--- config.mk ---
export PLATFORM = sky130hd
export DESIGN_NAME = fsfe_fifo
export DESIGN_NICKNAME = d
export VERILOG_FILES = /design/src/pkg/fsfe_pkg.sv /design/src/logic/fsfe_fifo.sv
export SDC_FILE = /design/constraint.sdc
export NUM_CORES = 2
export LEC_CHECK = 0
export BUFFER_PORTS_ARGS = -buffer_cell sky130_fd_sc_hd__buf_2
export CAP_MARGIN = 5
export CORE_MARGIN = 2
export CORE_UTILIZATION = 45
export DETAILED_ROUTE_END_ITERATION = 12
export SLEW_MARGIN = 15
export SYNTH_ARGS = -nofsm -noshare
export SYNTH_HDL_FRONTEND = slang
export SYNTH_MEMORY_MAX_BITS = 65536
export SYNTH_SLANG_ARGS = --single-unit
--- constraint.sdc ---
create_clock -name clk_i -period 5.2 [get_ports clk_i]
set_input_delay 0.52 -clock clk_i [delete_from_list [all_inputs] [get_ports clk_i]]
set_output_delay 0.52 -clock clk_i [all_outputs]
set_load 0.005 [all_outputs]
--- src/pkg/fsfe_pkg.sv ---
// Function
// - Empty flag low when queue holds nothing
// - Empty flag updated on the one clock shared by both sides
// - Near-empty low within empty-side offset
// - Empty offset default 31, 63 or 127
// - Near-full low within full-side offset
// - Full offset default 31, 63 or 127
// - Half flag low above half occupancy
// - Write chain pulse on last write
// - Read chain pulse on last read
// - Read data eighteen bits wide
// - Reset clears pointers, sets flag levels
// - Full flag low when full, refuses writes
// - Load low accesses offset registers
package fsfe_pkg;
  localparam int          DATA_W     = 18;
  localparam int          DEPTH      = 256;
  localparam int          ADDR_W     = 8;
  localparam int          CNT_W      = 9;
  localparam int          OFS_W      = 12;
  localparam logic [11:0] OFS_RST_256  = 12'h001F;
  localparam logic [11:0] OFS_RST_512  = 12'h003F;
  localparam logic [11:0] OFS_RST_BIG  = 12'h007F;
  localparam logic [8:0]  CNT_ZERO   = 9'h000;
  localparam logic [8:0]  CNT_FULL   = 9'h100;
  localparam logic [8:0]  CNT_HALF   = 9'h080;
  localparam logic [7:0]  PTR_LAST   = 8'hFF;
  localparam logic [7:0]  PTR_FIRST  = 8'h00;
  localparam int          BUF_DEPTH  = 2;

  function automatic logic [11:0] ofs_default(input int depth);
    if (depth == 256) begin
      return OFS_RST_256;
    end else if (depth == 512) begin
      return OFS_RST_512;
    end else begin
      return OFS_RST_BIG;
    end
  endfunction
endpackage

--- src/logic/fsfe_fifo.sv ---
`timescale 1ns/1ps
module fsfe_fifo (
  input  wire logic                       clk_i,
  input  wire logic                       rst_n_i,
  input  wire logic                       push_en_n_i,
  input  wire logic [fsfe_pkg::DATA_W-1:0] push_data_i,
  input  wire logic                       pop_en_n_i,
  input  wire logic                       offset_load_n_i,
  input  wire logic                       wr_chain_in_n_i,
  input  wire logic                       rd_chain_in_n_i,
  input  wire logic                       chain_head_n_i,
  output logic                            pop_valid_o,
  input  wire logic                       pop_ready_i,
  output logic [fsfe_pkg::DATA_W-1:0]     pop_data_o,
  output logic                            queue_empty_n_o,
  output logic                            queue_full_n_o,
  output logic                            near_empty_n_o,
  output logic                            near_full_n_o,
  output logic                            wr_chain_out_or_half_n_o,
  output logic                            rd_chain_out_n_o
);
  import fsfe_pkg::*;

  logic [DATA_W-1:0] mem [DEPTH];
  logic [ADDR_W-1:0] wptr_reg;
  logic [ADDR_W-1:0] rptr_reg;
  logic [CNT_W-1:0]  cnt_reg;
  logic [OFS_W-1:0]  ofs_empty_reg;
  logic [OFS_W-1:0]  ofs_full_reg;
  logic              ofs_wsel_reg;
  logic              ofs_rsel_reg;
  logic              chain_mode_reg;
  logic              wchain_reg;
  logic              rchain_reg;
  logic [DATA_W-1:0] buf_data [BUF_DEPTH];
  logic [1:0]        buf_cnt_reg;
  logic              buf_wr_reg;
  logic              buf_rd_reg;
  logic              do_push;
  logic              do_pop;
  logic              buf_in_ready;
  logic [DATA_W-1:0] pop_word;

  typedef enum logic {FSFE_SINGLE, FSFE_CHAIN} fsfe_mode_t;

  // Buffer full gates the read side, so a receiver stall stops popping
  assign buf_in_ready = (buf_cnt_reg < 2'(BUF_DEPTH));
  assign do_push = !push_en_n_i && offset_load_n_i && (cnt_reg != CNT_FULL);
  assign do_pop  = !pop_en_n_i && offset_load_n_i && (cnt_reg != CNT_ZERO)
                   && buf_in_ready;

  always_ff @(posedge clk_i) begin
    if (do_push) begin
      mem[wptr_reg] <= push_data_i;
    end
  end

  always_ff @(posedge clk_i) begin
    if (!rst_n_i) begin
      wptr_reg <= PTR_FIRST;
      rptr_reg <= PTR_FIRST;
      cnt_reg  <= CNT_ZERO;
    end else begin
      if (do_push) begin
        wptr_reg <= wptr_reg + 8'h01;
      end
      if (do_pop) begin
        rptr_reg <= rptr_reg + 8'h01;
      end
      if (do_push && !do_pop) begin
        cnt_reg <= cnt_reg + 9'h001;
      end else if (do_pop && !do_push) begin
        cnt_reg <= cnt_reg - 9'h001;
      end
    end
  end

  // Offset registers: empty-side then full-side, alternating per access
  always_ff @(posedge clk_i) begin
    if (!rst_n_i) begin
      ofs_empty_reg <= ofs_default(DEPTH);
      ofs_full_reg  <= ofs_default(DEPTH);
      ofs_wsel_reg  <= 1'b0;
      ofs_rsel_reg  <= 1'b0;
    end else begin
      if (!offset_load_n_i && !push_en_n_i) begin
        if (ofs_wsel_reg) begin
          ofs_full_reg <= push_data_i[OFS_W-1:0];
        end else begin
          ofs_empty_reg <= push_data_i[OFS_W-1:0];
        end
        ofs_wsel_reg <= !ofs_wsel_reg;
      end
      if (!offset_load_n_i && !pop_en_n_i && buf_in_ready) begin
        ofs_rsel_reg <= !ofs_rsel_reg;
      end
    end
  end

  always_comb begin
    pop_word = mem[rptr_reg];
    if (!offset_load_n_i) begin
      pop_word = {6'h00, (ofs_rsel_reg ? ofs_full_reg : ofs_empty_reg)};
    end
  end

  // Strap caught after release; sticky so chain pulses fall back to half mode only on reset
  always_ff @(posedge clk_i) begin
    if (!rst_n_i) begin
      chain_mode_reg <= FSFE_SINGLE;
    end else begin
      if (wr_chain_in_n_i) begin
        chain_mode_reg <= FSFE_CHAIN;
      end
    end
  end

  always_ff @(posedge clk_i) begin
    if (!rst_n_i) begin
      wchain_reg <= 1'b0;
      rchain_reg <= 1'b0;
    end else begin
      wchain_reg <= do_push && (wptr_reg == PTR_LAST);
      rchain_reg <= do_pop && (rptr_reg == PTR_LAST);
    end
  end

  // Flags follow the count; single clock so both sides update together
  always_comb begin
    queue_empty_n_o = (cnt_reg != CNT_ZERO);
    queue_full_n_o  = (cnt_reg != CNT_FULL);
    near_empty_n_o  = ({3'h0, cnt_reg} > ofs_empty_reg);
    near_full_n_o   = ({3'h0, CNT_FULL - cnt_reg} > ofs_full_reg);
    rd_chain_out_n_o = !rchain_reg;
    if (chain_mode_reg == FSFE_CHAIN) begin
      wr_chain_out_or_half_n_o = !wchain_reg;
    end else begin
      wr_chain_out_or_half_n_o = !(cnt_reg > CNT_HALF);
    end
  end

  // Two-entry output buffer
  logic buf_load;
  logic buf_take;
  assign buf_load = do_pop || (!offset_load_n_i && !pop_en_n_i && buf_in_ready);
  assign buf_take = pop_valid_o && pop_ready_i;
  assign pop_valid_o = (buf_cnt_reg != 2'h0);
  assign pop_data_o  = buf_data[buf_rd_reg];

  always_ff @(posedge clk_i) begin
    if (buf_load) begin
      buf_data[buf_wr_reg] <= pop_word;
    end
  end

  always_ff @(posedge clk_i) begin
    if (!rst_n_i) begin
      buf_cnt_reg <= 2'h0;
      buf_wr_reg  <= 1'b0;
      buf_rd_reg  <= 1'b0;
    end else begin
      if (buf_load) begin
        buf_wr_reg <= !buf_wr_reg;
      end
      if (buf_take) begin
        buf_rd_reg <= !buf_rd_reg;
      end
      if (buf_load && !buf_take) begin
        buf_cnt_reg <= buf_cnt_reg + 2'h1;
      end else if (buf_take && !buf_load) begin
        buf_cnt_reg <= buf_cnt_reg - 2'h1;
      end
    end
  end

  logic unused_ok;
  assign unused_ok = rd_chain_in_n_i ^ chain_head_n_i;

  AST_EMPTY_NO_POP: assert property (@(posedge clk_i) disable iff (!rst_n_i)
    !queue_empty_n_o && offset_load_n_i |=> $stable(rptr_reg))
    else $error("pop while empty");
  AST_FULL_NO_PUSH: assert property (@(posedge clk_i) disable iff (!rst_n_i)
    !queue_full_n_o && !do_pop |=> !queue_full_n_o)
    else $error("push while full");
  AST_EMPTY_SET: assert property (@(posedge clk_i) disable iff (!rst_n_i)
    do_push && !do_pop |=> queue_empty_n_o)
    else $error("empty not cleared");
  AST_NEAR_EMPTY: assert property (@(posedge clk_i) disable iff (!rst_n_i)
    ({3'h0, cnt_reg} <= ofs_empty_reg) |-> !near_empty_n_o)
    else $error("near empty wrong");
  AST_NEAR_FULL: assert property (@(posedge clk_i) disable iff (!rst_n_i)
    ({3'h0, CNT_FULL - cnt_reg} <= ofs_full_reg) |-> !near_full_n_o)
    else $error("near full wrong");
  AST_RESET_OFS: assert property (@(posedge clk_i)
    !rst_n_i |=> ofs_empty_reg == OFS_RST_256 && ofs_full_reg == OFS_RST_256)
    else $error("offset default wrong");
  AST_RESET_FLAGS: assert property (@(posedge clk_i)
    !rst_n_i |=> !queue_empty_n_o && queue_full_n_o && !near_empty_n_o && near_full_n_o)
    else $error("reset flags wrong");
  AST_WCHAIN: assert property (@(posedge clk_i) disable iff (!rst_n_i)
    do_push && wptr_reg == PTR_LAST |=> wchain_reg ##1 !wchain_reg)
    else $error("write chain pulse");
  AST_RCHAIN: assert property (@(posedge clk_i) disable iff (!rst_n_i)
    do_pop && rptr_reg == PTR_LAST |=> !rd_chain_out_n_o)
    else $error("read chain pulse");
  AST_HALF: assert property (@(posedge clk_i) disable iff (!rst_n_i)
    chain_mode_reg == FSFE_SINGLE && cnt_reg > CNT_HALF |-> !wr_chain_out_or_half_n_o)
    else $error("half flag wrong");
  AST_FULL_SET: assert property (@(posedge clk_i) disable iff (!rst_n_i)
    do_push && !do_pop && cnt_reg == CNT_FULL - 9'h001 |=> !queue_full_n_o)
    else $error("full not set");
  AST_EMPTY_LAST: assert property (@(posedge clk_i) disable iff (!rst_n_i)
    do_pop && !do_push && cnt_reg == 9'h001 |=> !queue_empty_n_o)
    else $error("empty not set");
  AST_LOAD_NO_QUEUE: assert property (@(posedge clk_i) disable iff (!rst_n_i)
    !offset_load_n_i |=> $stable(wptr_reg) && $stable(rptr_reg) && $stable(cnt_reg))
    else $error("queue moved during offset access");
  AST_RESET_PTR: assert property (@(posedge clk_i)
    !rst_n_i |=> wptr_reg == PTR_FIRST && rptr_reg == PTR_FIRST && cnt_reg == CNT_ZERO)
    else $error("pointers not reset");

  COV_FULL: cover property (@(posedge clk_i) disable iff (!rst_n_i) !queue_full_n_o);
  COV_STALL: cover property (@(posedge clk_i) disable iff (!rst_n_i)
    buf_cnt_reg == 2'h2 && !pop_ready_i);
  COV_LOAD: cover property (@(posedge clk_i) disable iff (!rst_n_i)
    !offset_load_n_i && !push_en_n_i);
endmodule // fsfe_fifo

==> flow_metrics.tcl <==
set metrics [dict create \
    status "complete, no violations" \
    gp_congestion 0.8458 \
    clockBufferDepth 4 \
    ys_warn_count 0 \
    avgRoutedWirePerCell_um 32.33 \
    timing.rr.end "buf_data[1][10]" \
    holdBufCountCts 13 \
    fin_nets 8868 \
    grt_antenna_before_repair 22 \
    crit_slowest_cell "a2111oi_0" \
    largestRegisters "mem x4608, buf_data x36" \
    cts-resized-gates 0 \
    cts_buffers 464 \
    powerDensity_mw_per_mm2 417.4 \
    largest_reg_flops 4608 \
    slew_headroom 0.1762 \
    min_period_ns 4.800 \
    grt_pass1_vias 87420 \
    grtUsageTotal 0.2281 \
    drc 0 \
    tns_ns 0 \
    fin_cells 14480 \
    rsz0062_at_grt "no" \
    grt_pass1_wl_um 660200 \
    synth_area_mm2 0.1799 \
    ant_nets 0 \
    finalHoldViolCount 0 \
    r2r_setup_slack_ns 0.60 \
    coreArea_mm2 0.3986 \
    ys_seq_area_frac 0.7825 \
    dp_slack_ns 0.7439 \
    vias_per_cell 6.085 \
    maxCapViolCount 0 \
    cts_setup_buffers 0 \
    syn_nets 8217 \
    start_util 0.4515 \
    multi_input_comb_area_mm2 0.03686 \
    setup_violations 0 \
    regArea_mm2 0.1408 \
    num_rows 232 \
    overflow 0 \
    setup_ws_ns 0.3997 \
    cts_root_buffer "clkbuf_16" \
    area_growth_pct 13.94 \
    drtIter0Drc 10780 \
    tightest_slew_ns 1.236 \
    fill_cells 30860 \
    clk_latency_ns 0.99 \
    drt-total-wl_um 468200 \
    clock-sinks 4711 \
    clock-skew-final_ns 0.04316 \
    drive_above_1_share 0.2799 \
    cp-endpoint "near_full_n_o" \
    critPathTopFamily "simple AND/OR/NAND/NOR gates" \
    clk_pin_slew_ns 0.06 \
    synth-seq-cells 4711 \
    crit_fanout 7 \
    cp-startpoint "cnt_reg[2]" \
    die_area_mm2 0.4049 \
    p_leak_uw 0.06209 \
    synth.avg_cell_area_um2 22.07 \
    hold_path_class "input pin to register" \
    finalCritPeriodShare 0.9231 \
    die_w_um 636.3 \
    synthDistinctLibCells 56 \
    drt_first_pass_iters 5 \
    cpPeakStageDelay_ns 0.53 \
    crit_cells 12 \
    rr_worst_depth 9 \
    worst_ep_required_time_ns 4.68 \
    ir_drop_mv 0.3391 \
    startpoint_type "register" \
    dpl.cell_count 13590 \
    slew_viol_final 0 \
    grt_max_degree 169 \
    whs_ns 0.04809 \
    syn_inst 8154 \
    io_buffer_count 49 \
    dp_hpwl_um 279000 \
    crit_chain "or3_1 -> or2_2 -> or3_1 -> nor2_1 -> ha_1 -> inv_1 -> ha_1 -> o21ai_0 -> a2111oi_0 -> o31ai_1 -> a21oi_1 -> buf_2" \
    path_buf_inv 2 \
    htree_levels 5 \
    ios 52 \
    regMostFlops "mem" \
    cts_tree "done" \
    critPathKind "register to output port" \
    die_h_um 636.3 \
    num_vias 88130 \
    crit_arrival_ns 4.28 \
    max_freq_mhz 208.3 \
    cp-end-kind "output port" \
]
## worst min-delay path by stage
stage	to	slack, ns	from	depth (start not counted)
global route	mem[195][14]	0.05	push_data_i[14]	1
CTS	mem[157][14]	0.01	push_data_i[14]	1
global placement	rchain_reg	0.44	rptr_reg[7]	2
finish	mem[193][14]	0.05	push_data_i[14]	1
floorplan	rchain_reg	0.42	rptr_reg[7]	2
detailed placement	rchain_reg	0.44	rptr_reg[7]	2
## logic make-up after synthesis
family / synth area share
xor gates and xnor gates: 0.001266
DFF: 0.7825
buffers and inverters: 0.01583
adders and majority gates: 0.002545
muxes: 0.1450
and+or+nand+nor: 0.01647
AOI/OAI and AO/OA: 0.03640
## final cells by class
class                           instances  share of cell area
Clock inverter                        283             0.01191
Timing Repair Buffer                  674             0.02901
Sequential cell                      4711              0.6868
Multi-Input combinational cell       2920              0.1798
Inverter                               34           0.0006225
Antenna cell                           16           0.0001953
Tap cell                             5265             0.03213
Clock buffer                          579             0.05956
## synthesized netlist by cell type, drive strengths merged
cell type,n,area (µm²)
a2111oi,3,26.28
a211oi,46,345.3
a21o,4,30.03
a21oi,163,815.8
a221oi,48,483.0
a22o,72,630.6
a22oi,252,1892
a311oi,3,26.28
a31o,1,8.760
a31oi,22,137.6
and2,6,37.54
buf,285,1954
clkbuf,204,765.7
dfxtp,67,1341
edfxtp,4644,139500
fa,1,20.02
ha,35,437.9
inv,34,127.6
mux2,18,202.7
mux2i,210,2102
mux4,1056,23780
nand2,134,505.5
nand2b,15,93.84
nand3,71,355.3
nand3b,2,15.01
nand4,13,81.33
nor2,306,1149
nor2b,17,106.4
nor3,34,175.2
nor3b,1,7.510
nor4,40,250.2
nor4b,10,93.84
o211ai,20,150.1
o21a,8,60.06
o21ai,36,180.2
o21bai,2,15.01
o221ai,102,930.9
o22a,6,52.55
o22ai,120,750.7
o31ai,2,15.01
or2,5,31.28
or3,10,62.56
xnor2,14,122.6
xor2,12,105.1
## layer usage
metal  GRT usage  share of wire  vias to the layer above
met5           0        0.00011                        -
met4     0.06475          0.031                        6
met3     0.03874          0.084                      644
met2      0.3648           0.48                     4014
met1      0.3258           0.41                    47440
li1            -              -                    36020
## cells in the final DEF (no fill, tap or decap), types with 131 or more instances in the layout
cell	instances
clkbuf_16	471
nor2_1	148
edfxtp_1	4644
mux2i_1	210
nand2_1	131
nor2_2	156
mux4_2	1056
buf_4	548
a22oi_1	252
a21oi_1	163
clkinv_1	134
## report_power, final
| group | total [µW] | switching [µW] | internal [µW] | leakage [µW] |
|---|---|---|---|---|
| Clock | 32500 | 14100 | 18400 | 0.00713 |
| Combinational | 11000 | 5820 | 5210 | 0.0127 |
| Sequential | 42100 | 177 | 41900 | 0.0423 |
## per-stage QoR
stage	utilization	total power (µW)	cell area, µm²
4_1_cts	0.5142	86320	204900
3_3_place_gp	0.4771	53950	190200
2_1_floorplan	-	50580	179900
6_report	0.5144	85570	205000
5_1_grt	0.5143	88280	205000
3_5_place_dp	0.4771	54070	190200
Note: power is estimated with default switching activity, not from simulation.
